## config.mk

```make
export PLATFORM = sky130hd
export DESIGN_NAME = aux_timer_capture_reload
export DESIGN_NICKNAME = d
export VERILOG_FILES = /design/src/shared/aux_timer_pkg.sv /design/src/aux_timer_capture_reload.sv
export SDC_FILE = /design/constraint.sdc
export NUM_CORES = 1
export LEC_CHECK = 0
export ABC_AREA = 0
export ABC_CLOCK_PERIOD_IN_PS = 5800
export BUFFER_PORTS_ARGS = -buffer_cell sky130_fd_sc_hd__clkbuf_2
export CORE_UTILIZATION = 50
export DETAILED_ROUTE_END_ITERATION = 8
export GPL_ROUTABILITY_DRIVEN = 1
export HOLD_SLACK_MARGIN = 0.03
export PLACE_DENSITY = 0.71
export SLEW_MARGIN = 20
export SYNTH_ARGS = -nofsm -noshare
export SYNTH_HDL_FRONTEND = slang
export SYNTH_SLANG_ARGS = --single-unit
```

## constraint.sdc

```tcl
create_clock -name aclk -period 5.8 [get_ports aclk]
set_clock_uncertainty 0.15 [all_clocks]
set_input_delay 1.74 -clock aclk [delete_from_list [all_inputs] [get_ports aclk]]
set_output_delay 1.74 -clock aclk [all_outputs]
set_load 0.02 [all_outputs]
```

## src/shared/aux_timer_pkg.sv

```systemverilog
package aux_timer_pkg;

  // ----------------------------------------------------------------
  // bus and register map
  // ----------------------------------------------------------------
  localparam int          ADDR_W        = 18;
  localparam int          DATA_W        = 32;
  localparam int          REG_W         = 16;
  localparam int          IDX_W         = 16;
  localparam logic [IDX_W-1:0] AUX_CTRL_IDX  = 16'hff46;
  localparam logic [IDX_W-1:0] CORE_CTRL_IDX = 16'hff48;
  localparam logic [IDX_W-1:0] AUX_VAL_IDX   = 16'hff50;
  localparam logic [IDX_W-1:0] CORE_VAL_IDX  = 16'hff52;
  localparam logic [IDX_W-1:0] CAPTURE_RELOAD_REG_IDX    = 16'hff54;
  localparam logic [IDX_W-1:0] FLAGS_IDX     = 16'hff56;
  localparam logic [1:0]  RESP_OKAY     = 2'h0;
  localparam logic [1:0]  RESP_SLVERR   = 2'h2;

  typedef enum logic [2:0] {
    SEL_NONE      = 3'h0,
    SEL_AUX_CTRL  = 3'h1,
    SEL_CORE_CTRL = 3'h2,
    SEL_AUX_VAL   = 3'h3,
    SEL_CORE_VAL  = 3'h4,
    SEL_CAPTURE_RELOAD_REG    = 3'h5,
    SEL_FLAGS     = 3'h6
  } reg_sel_type;

  // ----------------------------------------------------------------
  // control layouts
  // ----------------------------------------------------------------
  typedef enum logic [1:0] {
    MODE_TIMER      = 2'h0,
    MODE_COUNTER    = 2'h1,
    MODE_GATED_LOW  = 2'h2,
    MODE_GATED_HIGH = 2'h3
  } mode_type;

  typedef struct packed {
    logic       capture_enable;
    logic       clear_on_capture;
    logic [1:0] capture_edge_select;
    logic [2:0] rsv_hi;
    logic       aux_ext_dir_enable;
    logic       aux_dir_bit;
    logic       aux_run_bit;
    logic       rsv_lo;
    mode_type   aux_mode_field;
    logic [2:0] aux_input_select;
  } aux_ctrl_type;

  typedef struct packed {
    logic       reload_enable;
    logic [3:0] rsv_hi;
    logic       core_toggle_latch;
    logic       rsv_mid;
    logic       core_ext_dir_enable;
    logic       core_dir_bit;
    logic       core_run_bit;
    logic       rsv_lo;
    mode_type   core_mode_field;
    logic [2:0] core_input_select;
  } core_ctrl_type;

  localparam logic [REG_W-1:0] AUX_CTRL_MASK  = 16'hf1df;
  localparam logic [REG_W-1:0] CORE_CTRL_MASK = 16'h85df;
  localparam logic [REG_W-1:0] CTRL_RESET     = 16'h0000;
  localparam logic [REG_W-1:0] VAL_MAX        = 16'hffff;
  localparam logic [REG_W-1:0] VAL_ZERO       = 16'h0000;

  // ----------------------------------------------------------------
  // flags, pins, prescaler
  // ----------------------------------------------------------------
  localparam int FLAG_N       = 3;
  localparam int FLAG_CORE    = 0;
  localparam int FLAG_AUX     = 1;
  localparam int FLAG_CAPTURE = 2;
  localparam int PIN_N        = 5;
  localparam int PIN_CORE_IN  = 0;
  localparam int PIN_CORE_DIR = 1;
  localparam int PIN_AUX_IN   = 2;
  localparam int PIN_AUX_DIR  = 3;
  localparam int PIN_CAPTURE  = 4;
  localparam int PRE_BASE_LOG2 = 2;
  localparam int PRE_W         = 9;

endpackage

```

## src/aux_timer_capture_reload.sv

```systemverilog
`timescale 1ns/100ps

// How it works
// - aux mode 00 timer, 01 counter, 10 gated low, 11 gated high
// - aux timer counts only while its run bit is one
// - aux timer and gated modes use the core timer logic unchanged
// - timer tick every 4 times 2 to the select clocks, 4 to 512
// - gated modes advance only with run set and gate at active level
// - aux timer has no toggle latch and no output pin
// - aux direction from direction bit and external enable like core
// - ext enable off: bit picks; on: pin level xor direction bit
// - counter select X00 off, 0xx count pin edges, 1xx toggle latch edges
// - only wrap driven toggle latch changes clock the aux counter
// - both latch edges give 32 bits, one edge gives 33 bits
// - chained timers keep own directions, core in any mode
// - capture edge 00 none, 01 rising, 10 falling, 11 either
// - selected capture edge copies aux value and sets capture flag
// - clear on capture zeroes aux timer after its value is latched
// - capture enable gates only latching; flag and clear still act
// - reload enable loads capture register into core on wrap
// - reload leaves capture flag alone, core flag still set
// - capture and reload may be enabled together independently
// - core underflow sets core flag and toggles the toggle latch
module aux_timer_capture_reload
  import aux_timer_pkg::*;
(
  // clock and reset
  input  wire logic                         aclk,
  input  wire logic                         aresetn,
  // write address channel
  input  wire logic                         s_axi_awvalid,
  output logic                              s_axi_awready,
  input  wire logic [aux_timer_pkg::ADDR_W-1:0] s_axi_awaddr,
  input  wire logic [2:0]                   s_axi_awprot,
  // write data channel
  input  wire logic                         s_axi_wvalid,
  output logic                              s_axi_wready,
  input  wire logic [aux_timer_pkg::DATA_W-1:0] s_axi_wdata,
  input  wire logic [3:0]                   s_axi_wstrb,
  // write response channel
  output logic                              s_axi_bvalid,
  input  wire logic                         s_axi_bready,
  output logic [1:0]                        s_axi_bresp,
  // read address channel
  input  wire logic                         s_axi_arvalid,
  output logic                              s_axi_arready,
  input  wire logic [aux_timer_pkg::ADDR_W-1:0] s_axi_araddr,
  input  wire logic [2:0]                   s_axi_arprot,
  // read data channel
  output logic                              s_axi_rvalid,
  input  wire logic                         s_axi_rready,
  output logic [aux_timer_pkg::DATA_W-1:0]  s_axi_rdata,
  output logic [1:0]                        s_axi_rresp,
  // external pins
  input  wire logic                         core_count_pin,
  input  wire logic                         core_dir_pin,
  input  wire logic                         aux_count_pin,
  input  wire logic                         aux_dir_pin,
  input  wire logic                         capture_input_pin,
  // request flags and latch state
  output logic                              core_irq_flag,
  output logic                              aux_irq_flag,
  output logic                              capture_irq_flag,
  output logic                              core_toggle_latch
);
  import aux_timer_pkg::*;

  // ----------------------------------------------------------------
  // helper functions
  // ----------------------------------------------------------------
  function automatic reg_sel_type decode(input logic [ADDR_W-1:0] addr);
    logic [IDX_W-1:0] idx;
    idx = addr[ADDR_W-1:2];
    decode = SEL_NONE;
    if (addr[1:0] == 2'h0) begin
      unique case (idx)
        AUX_CTRL_IDX:  decode = SEL_AUX_CTRL;
        CORE_CTRL_IDX: decode = SEL_CORE_CTRL;
        AUX_VAL_IDX:   decode = SEL_AUX_VAL;
        CORE_VAL_IDX:  decode = SEL_CORE_VAL;
        CAPTURE_RELOAD_REG_IDX:    decode = SEL_CAPTURE_RELOAD_REG;
        FLAGS_IDX:     decode = SEL_FLAGS;
        default:       decode = SEL_NONE;
      endcase
    end
  endfunction

  function automatic logic [REG_W-1:0] merge(input logic [REG_W-1:0] old,
                                             input logic [DATA_W-1:0] data,
                                             input logic [3:0] strb);
    merge = old;
    if (strb[0]) begin
      merge[7:0] = data[7:0];
    end
    if (strb[1]) begin
      merge[15:8] = data[15:8];
    end
  endfunction

  // two-bit edge code: 00 none, 01 rising, 10 falling, 11 either
  function automatic logic edge_pick(input logic [1:0] code,
                                     input logic rise,
                                     input logic fall);
    edge_pick = (code[0] & rise) | (code[1] & fall);
  endfunction

  function automatic logic pre_tick(input logic [PRE_W-1:0] cnt,
                                    input logic [2:0] sel);
    logic [PRE_W-1:0] mask;
    mask = PRE_W'((1 << (PRE_BASE_LOG2 + int'(sel))) - 1);
    pre_tick = ((cnt & mask) == mask);
  endfunction

  function automatic logic step(input mode_type mode,
                                input logic run,
                                input logic tick,
                                input logic gate,
                                input logic cnt_event);
    step = 1'b0;
    unique case (mode)
      MODE_TIMER:      step = run & tick;
      MODE_COUNTER:    step = run & cnt_event;
      MODE_GATED_LOW:  step = run & tick & ~gate;
      MODE_GATED_HIGH: step = run & tick & gate;
    endcase
  endfunction

  function automatic logic count_down(input logic ext_en,
                                      input logic dir_bit,
                                      input logic pin);
    count_down = ext_en ? (pin ^ dir_bit) : dir_bit;
  endfunction

  // ----------------------------------------------------------------
  // pin synchronisers and edge detection
  // ----------------------------------------------------------------
  logic [PIN_N-1:0] pins;
  logic [PIN_N-1:0] sync1_q;
  logic [PIN_N-1:0] sync2_q;
  logic [PIN_N-1:0] sync3_q;
  logic [PIN_N-1:0] level_q;
  logic [PIN_N-1:0] rise_q;
  logic [PIN_N-1:0] fall_q;

  assign pins = {capture_input_pin, aux_dir_pin, aux_count_pin, core_dir_pin,
                 core_count_pin};

  genvar gi;
  generate
    for (gi = 0; gi < PIN_N; gi++) begin : g_pin
      always_ff @(posedge aclk) begin
        if (!aresetn) begin
          sync1_q[gi] <= 1'b0;
          sync2_q[gi] <= 1'b0;
          sync3_q[gi] <= 1'b0;
          level_q[gi] <= 1'b0;
          rise_q[gi]  <= 1'b0;
          fall_q[gi]  <= 1'b0;
        end else begin
          sync1_q[gi] <= pins[gi];
          sync2_q[gi] <= sync1_q[gi];
          sync3_q[gi] <= sync2_q[gi];
          if (sync2_q[gi] == sync3_q[gi]) begin
            level_q[gi] <= sync3_q[gi];
          end
          rise_q[gi] <= (sync2_q[gi] == sync3_q[gi]) & sync3_q[gi] & ~level_q[gi];
          fall_q[gi] <= (sync2_q[gi] == sync3_q[gi]) & ~sync3_q[gi] & level_q[gi];
        end
      end
    end
  endgenerate

  // ----------------------------------------------------------------
  // registers and bus state
  // ----------------------------------------------------------------
  aux_ctrl_type       aux_ctrl_q;
  core_ctrl_type      core_ctrl_q;
  logic [REG_W-1:0]   aux_val_q;
  logic [REG_W-1:0]   core_val_q;
  logic [REG_W-1:0]   capture_reload_reg_q;
  logic [FLAG_N-1:0]  flags_q;
  logic [PRE_W-1:0]   pre_q;
  logic               aw_held_q;
  logic               w_held_q;
  logic [ADDR_W-1:0]  aw_addr_q;
  logic [DATA_W-1:0]  w_data_q;
  logic [3:0]         w_strb_q;
  logic               do_write;
  reg_sel_type        wsel;
  reg_sel_type        rsel;

  assign do_write = aw_held_q & w_held_q & ~s_axi_bvalid;
  assign wsel     = decode(aw_addr_q);
  assign rsel     = decode(s_axi_araddr);

  // ----------------------------------------------------------------
  // counting events
  // ----------------------------------------------------------------
  logic core_step;
  logic core_down;
  logic core_wrap;
  logic aux_step;
  logic aux_down;
  logic aux_wrap;
  logic aux_event;
  logic tl_rise;
  logic tl_fall;
  logic cap_event;

  always_ff @(posedge aclk) begin
    if (!aresetn) begin
      pre_q <= '0;
    end else begin
      pre_q <= pre_q + 1'b1;
    end
  end

  assign core_down = count_down(core_ctrl_q.core_ext_dir_enable, core_ctrl_q.core_dir_bit,
                                level_q[PIN_CORE_DIR]);
  assign aux_down  = count_down(aux_ctrl_q.aux_ext_dir_enable, aux_ctrl_q.aux_dir_bit,
                                level_q[PIN_AUX_DIR]);

  assign core_step = step(core_ctrl_q.core_mode_field, core_ctrl_q.core_run_bit,
                          pre_tick(pre_q, core_ctrl_q.core_input_select),
                          level_q[PIN_CORE_IN],
                          ~core_ctrl_q.core_input_select[2] &
                          edge_pick(core_ctrl_q.core_input_select[1:0],
                                    rise_q[PIN_CORE_IN], fall_q[PIN_CORE_IN]));
  assign core_wrap = core_step & (core_down ? (core_val_q == VAL_ZERO)
                                            : (core_val_q == VAL_MAX));

  // latch edges only from core wraps
  assign tl_rise = core_wrap & ~core_ctrl_q.core_toggle_latch;
  assign tl_fall = core_wrap & core_ctrl_q.core_toggle_latch;

  assign aux_event = aux_ctrl_q.aux_input_select[2]
                   ? edge_pick(aux_ctrl_q.aux_input_select[1:0], tl_rise, tl_fall)
                   : edge_pick(aux_ctrl_q.aux_input_select[1:0],
                               rise_q[PIN_AUX_IN], fall_q[PIN_AUX_IN]);

  assign aux_step = step(aux_ctrl_q.aux_mode_field, aux_ctrl_q.aux_run_bit,
                         pre_tick(pre_q, aux_ctrl_q.aux_input_select),
                         level_q[PIN_AUX_IN], aux_event);
  assign aux_wrap = aux_step & (aux_down ? (aux_val_q == VAL_ZERO)
                                         : (aux_val_q == VAL_MAX));

  assign cap_event = edge_pick(aux_ctrl_q.capture_edge_select,
                               rise_q[PIN_CAPTURE], fall_q[PIN_CAPTURE]);

  // ----------------------------------------------------------------
  // control registers
  // ----------------------------------------------------------------
  always_ff @(posedge aclk) begin
    if (!aresetn) begin
      aux_ctrl_q <= aux_ctrl_type'(CTRL_RESET);
    end else if (do_write && wsel == SEL_AUX_CTRL) begin
      aux_ctrl_q <= aux_ctrl_type'(merge(aux_ctrl_q, w_data_q, w_strb_q) & AUX_CTRL_MASK);
    end
  end

  always_ff @(posedge aclk) begin
    if (!aresetn) begin
      core_ctrl_q <= core_ctrl_type'(CTRL_RESET);
    end else begin
      if (do_write && wsel == SEL_CORE_CTRL) begin
        core_ctrl_q <= core_ctrl_type'(merge(core_ctrl_q, w_data_q, w_strb_q)
                                       & CORE_CTRL_MASK);
        // wrap toggle applied on top of a write
        core_ctrl_q.core_toggle_latch <= w_data_q[10] ^ core_wrap;
        if (!w_strb_q[1]) begin
          core_ctrl_q.core_toggle_latch <= core_ctrl_q.core_toggle_latch ^ core_wrap;
        end
      end else if (core_wrap) begin
        core_ctrl_q.core_toggle_latch <= ~core_ctrl_q.core_toggle_latch;
      end
    end
  end

  // ----------------------------------------------------------------
  // timers and capture/reload register
  // ----------------------------------------------------------------
  always_ff @(posedge aclk) begin
    if (!aresetn) begin
      core_val_q <= VAL_ZERO;
    end else if (do_write && wsel == SEL_CORE_VAL) begin
      core_val_q <= merge(core_val_q, w_data_q, w_strb_q);
    end else if (core_wrap && core_ctrl_q.reload_enable) begin
      core_val_q <= capture_reload_reg_q;
    end else if (core_step) begin
      core_val_q <= core_down ? core_val_q - 1'b1 : core_val_q + 1'b1;
    end
  end

  always_ff @(posedge aclk) begin
    if (!aresetn) begin
      aux_val_q <= VAL_ZERO;
    end else if (do_write && wsel == SEL_AUX_VAL) begin
      aux_val_q <= merge(aux_val_q, w_data_q, w_strb_q);
    end else if (cap_event && aux_ctrl_q.clear_on_capture) begin
      aux_val_q <= VAL_ZERO;
    end else if (aux_step) begin
      aux_val_q <= aux_down ? aux_val_q - 1'b1 : aux_val_q + 1'b1;
    end
  end

  always_ff @(posedge aclk) begin
    if (!aresetn) begin
      capture_reload_reg_q <= VAL_ZERO;
    end else if (do_write && wsel == SEL_CAPTURE_RELOAD_REG) begin
      capture_reload_reg_q <= merge(capture_reload_reg_q, w_data_q, w_strb_q);
    end else if (cap_event && aux_ctrl_q.capture_enable) begin
      capture_reload_reg_q <= aux_val_q;
    end
  end

  // ----------------------------------------------------------------
  // request flags, write one to clear, set wins
  // ----------------------------------------------------------------
  logic [FLAG_N-1:0] flag_set;
  logic [FLAG_N-1:0] flag_clr;

  // reload sets only the core flag
  assign flag_set[FLAG_CORE]    = core_wrap;
  assign flag_set[FLAG_AUX]     = aux_wrap;
  assign flag_set[FLAG_CAPTURE] = cap_event;
  assign flag_clr = (do_write && wsel == SEL_FLAGS && w_strb_q[0])
                  ? w_data_q[FLAG_N-1:0] : '0;

  always_ff @(posedge aclk) begin
    if (!aresetn) begin
      flags_q <= '0;
    end else begin
      flags_q <= flag_set | (flags_q & ~flag_clr);
    end
  end

  assign core_irq_flag     = flags_q[FLAG_CORE];
  assign aux_irq_flag      = flags_q[FLAG_AUX];
  assign capture_irq_flag  = flags_q[FLAG_CAPTURE];
  assign core_toggle_latch = core_ctrl_q.core_toggle_latch;

  // ----------------------------------------------------------------
  // axi4-lite write path
  // ----------------------------------------------------------------
  assign s_axi_awready = ~aw_held_q;
  assign s_axi_wready  = ~w_held_q;

  always_ff @(posedge aclk) begin
    if (!aresetn) begin
      aw_held_q <= 1'b0;
      aw_addr_q <= '0;
    end else if (s_axi_awvalid && !aw_held_q) begin
      aw_held_q <= 1'b1;
      aw_addr_q <= s_axi_awaddr;
    end else if (do_write) begin
      aw_held_q <= 1'b0;
    end
  end

  always_ff @(posedge aclk) begin
    if (!aresetn) begin
      w_held_q <= 1'b0;
      w_data_q <= '0;
      w_strb_q <= '0;
    end else if (s_axi_wvalid && !w_held_q) begin
      w_held_q <= 1'b1;
      w_data_q <= s_axi_wdata;
      w_strb_q <= s_axi_wstrb;
    end else if (do_write) begin
      w_held_q <= 1'b0;
    end
  end

  always_ff @(posedge aclk) begin
    if (!aresetn) begin
      s_axi_bvalid <= 1'b0;
      s_axi_bresp  <= RESP_OKAY;
    end else if (do_write) begin
      s_axi_bvalid <= 1'b1;
      s_axi_bresp  <= (wsel == SEL_NONE) ? RESP_SLVERR : RESP_OKAY;
    end else if (s_axi_bready) begin
      s_axi_bvalid <= 1'b0;
    end
  end

  // ----------------------------------------------------------------
  // axi4-lite read path
  // ----------------------------------------------------------------
  assign s_axi_arready = ~s_axi_rvalid;

  always_ff @(posedge aclk) begin
    if (!aresetn) begin
      s_axi_rvalid <= 1'b0;
      s_axi_rdata  <= '0;
      s_axi_rresp  <= RESP_OKAY;
    end else if (s_axi_arvalid && !s_axi_rvalid) begin
      s_axi_rvalid <= 1'b1;
      s_axi_rresp  <= (rsel == SEL_NONE) ? RESP_SLVERR : RESP_OKAY;
      unique case (rsel)
        SEL_AUX_CTRL:  s_axi_rdata <= DATA_W'(aux_ctrl_q);
        SEL_CORE_CTRL: s_axi_rdata <= DATA_W'(core_ctrl_q);
        SEL_AUX_VAL:   s_axi_rdata <= DATA_W'(aux_val_q);
        SEL_CORE_VAL:  s_axi_rdata <= DATA_W'(core_val_q);
        SEL_CAPTURE_RELOAD_REG:    s_axi_rdata <= DATA_W'(capture_reload_reg_q);
        SEL_FLAGS:     s_axi_rdata <= DATA_W'(flags_q);
        SEL_NONE:      s_axi_rdata <= '0;
      endcase
    end else if (s_axi_rready) begin
      s_axi_rvalid <= 1'b0;
    end
  end

endmodule

```

==> results of run 1 <==
==> worst reg2reg max path, stage by stage (launching register included) <==
cell	delay (ns)
dfxtp_1	0.69
inv_1	0.10
ha_1	0.37
nor2_1	0.20
nand3b_1	0.10
ha_1	0.26
nor2_1	0.15
nor4_1	0.08
o21a_1	0.17
o22a_1	0.18
o32ai_1	0.74
or3_1	0.46
o21ai_1	0.31
a211oi_1	0.33
==> layer usage <==
layer,global-route usage [%],up-vias,share of wire (%)
met4,8.791,0,2.3
met3,4.615,44,7.4
met1,36.71,4049,46
li1,-,4322,-
met5,0,-,0
met2,42.24,350,45
==> worst max path at each step <==
stage | endpoint | slack, ns | startpoint | cells after the start
final | aux_val_q[1] | 1.40 | aux_ctrl_q[1] | 13
after global routing | aux_val_q[4] | 1.18 | aux_ctrl_q[1] | 13
after floorplan | s_axi_rdata[14] | 2.05 | s_axi_araddr[2] | 7
after detailed placement | aux_val_q[6] | 1.50 | aux_ctrl_q[1] | 13
after global placement | s_axi_rdata[12] | 1.56 | s_axi_araddr[2] | 7
after CTS | aux_val_q[1] | 1.46 | aux_ctrl_q[1] | 13
==> cell usage in the layout (no fill, tap or decap), types with 14 or more instances in the layout <==
cell       instances
a21oi_1           98
nor2_1           132
nand2_1          157
nor4_1            16
xor2_1            19
conb_1            18
and2_1            19
nand4_1           15
clkbuf_2          92
a211oi_1          42
o21ai_0           46
xnor2_1           24
dfxtp_1          166
clkbuf_16         17
nand3_1           14
mux2i_1           42
nor3_1            25
a22oi_1           14
ha_1              48
inv_1             37
==> final cells by class <==
| type | count | area [sq um] | area share (%) |
|---|---|---|---|
| clock buffers | 17 | 425.4 | 3.998 |
| multi-input cells | 916 | 5792 | 54.43 |
| inverters | 38 | 145.1 | 1.364 |
| well taps | 234 | 292.8 | 2.751 |
| clock inverters | 15 | 150.1 | 1.411 |
| flip-flops and latches | 166 | 3323 | 31.23 |
| repair buffers | 99 | 513.0 | 4.821 |
==> cell families after synthesis <==
kind of cell / after synthesis
simple gates: 448
compound gates: 304
flops: 166
buf+inv: 117
mux: 53
fa+ha+maj: 50
xor+xnor: 43
other cells: 1
==> flip-flops by register name, summed over array words and instances (netlist names), 5 cells and up <==
signal	cells
aw_addr_q	18
aux_val_q	16
capture_reload_reg_q	16
core_val_q	16
s_axi_rdata	16
w_data_q	16
aux_ctrl_q	12
core_ctrl_q	9
pre_q	9
level_q	5
sync1_q	5
sync2_q	5
sync3_q	5
==> per-stage QoR <==
step	instance area [sq um]	power, mW	setup WS, ns	util (%)	hold WS, ns
floorplan	9622	1.336	2.048	-	0.2523
global placement	10060	1.388	1.561	53.79	0.2643
detailed placement	10060	1.392	1.504	53.80	0.2677
CTS	10640	2.480	1.461	56.88	0.2904
global route	10640	2.548	1.180	56.89	0.3036
finish	10640	2.467	1.398	56.89	0.2867
==> Yosys cell counts, drive strengths merged, types with 10 or more instances <==
library cell,n
inv,38
mux2i,42
nand2,158
and2,22
nand3,15
clkbuf,51
ha,48
nand4,15
nor3,26
mux2,11
xnor2,24
a21oi,98
o211ai,12
nand2b,11
or3,10
dfxtp,166
nor4,17
nor2,132
a22oi,14
xor2,19
buf,28
a211oi,49
o21ai,47
==> power by group through the flow <==
stage | Combinational, mW | Clock, mW | Sequential [mW]
global placement | 0.155 | 0 | 1.23
finish | 0.157 | 1.10 | 1.21
global route | 0.176 | 1.16 | 1.21
detailed placement | 0.157 | 0 | 1.23
floorplan | 0.107 | 0 | 1.23
CTS | 0.158 | 1.11 | 1.21
==> flow_metrics.env, run 1 <==
export IMPL_status="finished, final reports clean"
export IMPL_hpwlAfterDp_mm=18.98
export IMPL_ant_nets=0
export IMPL_path_clk_slew_ns=0.07
export IMPL_worstSetupEndpointType="register"
export IMPL_io_pins=135
export IMPL_ctsHoldBuffers=0
export IMPL_synth_edf_count=0
export IMPL_synth_top_family_by_area="simple AND/OR/NAND/NOR gates"
export IMPL_synth_mux_area_share_pct=5.694
export IMPL_drv_cap=0
export IMPL_crit_chain="inv_1 > ha_1 > nor2_1 > nand3b_1 > ha_1 > nor2_1 > nor4_1 > o21a_1 > o22a_1 > o32ai_1 > or3_1 > o21ai_1 > a211oi_1"
export IMPL_switching_share_pct=27.00
export IMPL_syn_inst=1182
export IMPL_gp_congestion=0.9568
export IMPL_area_delta_synth_final_pct=11.34
export IMPL_max_freq_ghz=0.2272
export IMPL_fp_coreArea_sq_um=18710
export IMPL_worstPathMaxFanout=16
export IMPL_diodes=0
export IMPL_drt_iter0_markers=677
export IMPL_p_leak_nw=4.203
export IMPL_nFillCells=1755
export IMPL_die_h_um=140.3
export IMPL_power_share_clock_pct=44.6
export IMPL_critical_path_top_delay_family="compound AO/OA/AOI/OAI gates"
export IMPL_synth_top_cell_by_area="dfxtp_1"
export IMPL_cts_setup_buffers=0
export IMPL_relSlewSlack_pct=26.96
export IMPL_drt_total_wl_mm=25.85
export IMPL_port_buffers=92
export IMPL_holdCritStartpoint="sync1_q[2]"
export IMPL_synth_seq_area_share_pct=34.77
export IMPL_synth_top_cell_area_share_pct=34.77
export IMPL_synth_distinct_cells=80
export IMPL_r2r_worst_path_cells=13
export IMPL_hold_viol=0
export IMPL_min_to="sync2_q[2]"
export IMPL_post_cts_resized=0
export IMPL_finalCriticalPeriod_ns=4.402
export IMPL_h_tree_depth=4
export IMPL_clockRootBuffer="clkbuf_16"
export IMPL_synth_compound_area_share_pct=21.21
export IMPL_drc=0
export IMPL_tightest_slew_ns=1.082
export IMPL_p_comb_share_pct=6.4
export IMPL_clock_sinks=166
export IMPL_syn_cell_area_sq_um=9558
export IMPL_antenna_found_initial=1
export IMPL_p_seq_share_pct=49.0
export IMPL_drtPass1Iterations=6
export IMPL_dp_cells=1453
export IMPL_yosys_most_used_dff="dfxtp_1"
export IMPL_clockBufferDepth=2
export IMPL_synth_xor_xnor_area_share_pct=3.940
export IMPL_setup_viol=0
export IMPL_clkLatencyLatePin_ns=0.44
export IMPL_std_cell_rows=50
export IMPL_numCtsBuffers=17
export IMPL_r2r_setup_slack_ns=1.40
export IMPL_worstPathArrival_ns=4.59
export IMPL_min_path_type="register to register"
export IMPL_cp_slowest_stage_delay_ns=0.74
export IMPL_vias_per_cell=5.902
export IMPL_r2r_start="aux_ctrl_q[1]"
export IMPL_power_density_nw_per_um2=231.9
export IMPL_yosys_warnings=0
export IMPL_grt_max_degree=74
export IMPL_synthAdderAreaFrac_pct=6.702
export IMPL_ir_drop_v=0.0002122
export IMPL_overflow=0
export IMPL_criticalPathCategory="register to register"
export IMPL_vias=8765
export IMPL_cp_start_kind="register"
export IMPL_grt_pass1_vias=7902
export IMPL_dieArea_sq_um=19670
export IMPL_initial_core_util_pct=51.10
export IMPL_wl_per_cell_um=17.41
export IMPL_syn_avg_cell_area_sq_um=8.086
export IMPL_fin_tns_setup_ns=0
export IMPL_final_nets=1378
export IMPL_die_w_um=140.3
export IMPL_worstPathRequired_ns=5.99
export IMPL_ys_ff_latch=166
export IMPL_r2r_end="aux_val_q[1]"
export IMPL_async_flop_share_pct=0
export IMPL_synthSimpleGateAreaFrac_pct=22.18
export IMPL_rsz0062_at_grt="false"
export IMPL_path_buf_inv=1
export IMPL_whs_path_depth=1
export IMPL_final_cells=1485
export IMPL_switching_power_uw=666.2
export IMPL_gr_usage_all_layers_pct=26.68
export IMPL_cts_tree="yes"
export IMPL_grt_pass1_wl_mm=41.26
export IMPL_fin_crit_sh_pct=75.89
export IMPL_slowest_stage="o32ai_1"
export IMPL_synth_area_top_cells="dfxtp_1 35%, ha_1 6.3%, nand2_1 6.2%, nor2_1 5.2%, a21oi_1 5.1%"
export IMPL_drive_gt1_share_pct=13.51
export IMPL_intPower_mw=1.801
export IMPL_maxSlewViolCount=0
No activity file was read; power rests on OpenSTA's default activity.
==> run 2: changes to the inputs <==
Settings changed: ABC_CLOCK_PERIOD_IN_PS 5800 to 4500.
Clock period 5.8 ns to 4.5 ns, I/O delays scaled along.
==> run 2 against run 1 <==
Sequential cell count did not move. Critical path depth fell by 1. Worst hold slack got worse by 0.0067 ns. Via count rose by 0.70%. Die area did not move. Power rose by 30%. Critical path type unchanged. Largest cell class unchanged. Highest routed layer unchanged.
==> flow_metrics.env, run 2 (synthesized netlist as in run 1, its figures left out) <==
export IMPL_status="finished, final reports clean"
export IMPL_drt_total_wl_mm=26.00
export IMPL_worstPathArrival_ns=3.94
export IMPL_vias=8826
export IMPL_grt_pass1_vias=7817
export IMPL_wl_per_cell_um=17.38
export IMPL_clock_sinks=166
export IMPL_die_h_um=140.3
export IMPL_rsz0062_at_grt="false"
export IMPL_maxSlewViolCount=0
export IMPL_ant_nets=0
export IMPL_max_freq_ghz=0.2643
export IMPL_numCtsBuffers=17
export IMPL_tightest_slew_ns=1.012
export IMPL_overflow=0
export IMPL_drt_iter0_markers=688
export IMPL_placed_area_sq_um=10160
export IMPL_die_w_um=140.3
export IMPL_mostFrequentLayoutCells="166 x dfxtp_1, 157 x nand2_1, 132 x nor2_1"
export IMPL_drive_gt1_share_pct=14.18
export IMPL_fin_crit_sh_pct=84.06
export IMPL_area_delta_synth_final_pct=12.40
export IMPL_std_cell_rows=50
export IMPL_port_buffers=92
export IMPL_criticalPathCategory="register to register"
export IMPL_fp_coreArea_sq_um=18710
export IMPL_clockBufferDepth=2
export IMPL_worstSetupEndpointType="register"
export IMPL_drc=0
export IMPL_ir_drop_v=0.0002787
export IMPL_hpwlAfterDp_mm=18.72
export IMPL_drtPass1Iterations=6
export IMPL_cts_tree="yes"
export IMPL_relSlewSlack_pct=31.66
export IMPL_fin_tns_setup_ns=0
export IMPL_post_cts_resized=0
export IMPL_min_path_type="register to register"
export IMPL_grt_pass1_wl_mm=41.86
export IMPL_setup_viol=0
export IMPL_power_density_nw_per_um2=299.7
export IMPL_ctsHoldBuffers=0
export IMPL_diodes=0
export IMPL_clockRootBuffer="clkbuf_16"
export IMPL_fin_area_sq_um=10740
export IMPL_grt_max_degree=130
export IMPL_finalCriticalPeriod_ns=3.783
export IMPL_p_leak_nw=4.278
export IMPL_nFillCells=1730
export IMPL_cts_setup_buffers=0
export IMPL_drv_cap=0
export IMPL_antenna_found_initial=0
export IMPL_clkLatencyLatePin_ns=0.44
export IMPL_final_nets=1389
export IMPL_final_common_cell="dfxtp_1"
export IMPL_worstPathMaxFanout=14
export IMPL_hold_viol=0
export IMPL_whs_ns=0.2800
export IMPL_path_clk_slew_ns=0.07
export IMPL_h_tree_depth=4
export IMPL_largest_register="aw_addr_q"
export IMPL_worstPathRequired_ns=4.65
export IMPL_gp_congestion=0.9468
export IMPL_cp_start_kind="register"
export IMPL_largest_reg_flops=18
export IMPL_initial_core_util_pct=51.10
export IMPL_gr_usage_all_layers_pct=27.07
export IMPL_dieArea_sq_um=19670
export IMPL_vias_per_cell=5.900
export IMPL_io_pins=135
==> run 2: per-stage QoR <==
step | power [mW] | utilization, % | instances | setup WS [ns]
floorplan | 1.722 | - | 1199 | 0.9725
global placement | 1.792 | 54.29 | 1464 | 0.8481
detailed placement | 1.796 | 54.29 | 1464 | 0.8117
CTS | 3.231 | 57.42 | 1496 | 0.7557
global route | 3.328 | 57.43 | 1496 | 0.4032
finish | 3.220 | 57.43 | 1496 | 0.7171
==> run 2: report_power, final <==
part	internal (mW)	leakage (nW)	total, mW	switching [mW]
logic	0.0749	2.64	0.205	0.130
registers	1.51	1.35	1.56	0.0480
clock network	0.785	0.288	1.46	0.671
total	2.37	4.28	3.22	0.850
==> run 2: path summary, 6_finish.rpt <==
| path | startpoint | endpoint | slack [ns] | depth (start not counted) |
|---|---|---|---|---|
| max | level_q[3] | aux_val_q[14] | 0.72 | 12 |
| min | level_q[4] | rise_q[4] | 0.28 | 1 |
| max reg2reg | level_q[3] | aux_val_q[14] | 0.72 | 12 |
| min reg2reg | level_q[4] | rise_q[4] | 0.28 | 1 |
==> run 2: critical path, stage by stage, from the launching register on <==
cell      delay (ns)
dfxtp_1         0.39
nand2_1         0.08
xor2_1          0.49
inv_1           0.43
ha_1            0.45
nor2b_1         0.16
o31ai_1         0.39
a21oi_1         0.22
a211oi_1        0.28
o21bai_1        0.12
xor2_1          0.14
a22oi_1         0.22
a211oi_2        0.10
==> run 2: metal layers <==
| layer | global-route usage (%) | routed length [um] |
|---|---|---|
| met1 | 37.54 | 12020 |
| met2 | 42.13 | 11380 |
| met3 | 4.786 | 1969 |
| met4 | 9.601 | 633 |
| met5 | 0 | 0 |
==> run 2: area by class of cell <==
| cell class | count | area, sq um | area share (%) |
|---|---|---|---|
| multi-input cells | 916 | 5789 | 53.89 |
| clock buffers | 17 | 425.4 | 3.960 |
| inverters | 38 | 145.1 | 1.351 |
| clock inverters | 15 | 158.9 | 1.479 |
| flip-flops and latches | 166 | 3323 | 30.93 |
| repair buffers | 110 | 608.1 | 5.660 |
| well taps | 234 | 292.8 | 2.725 |
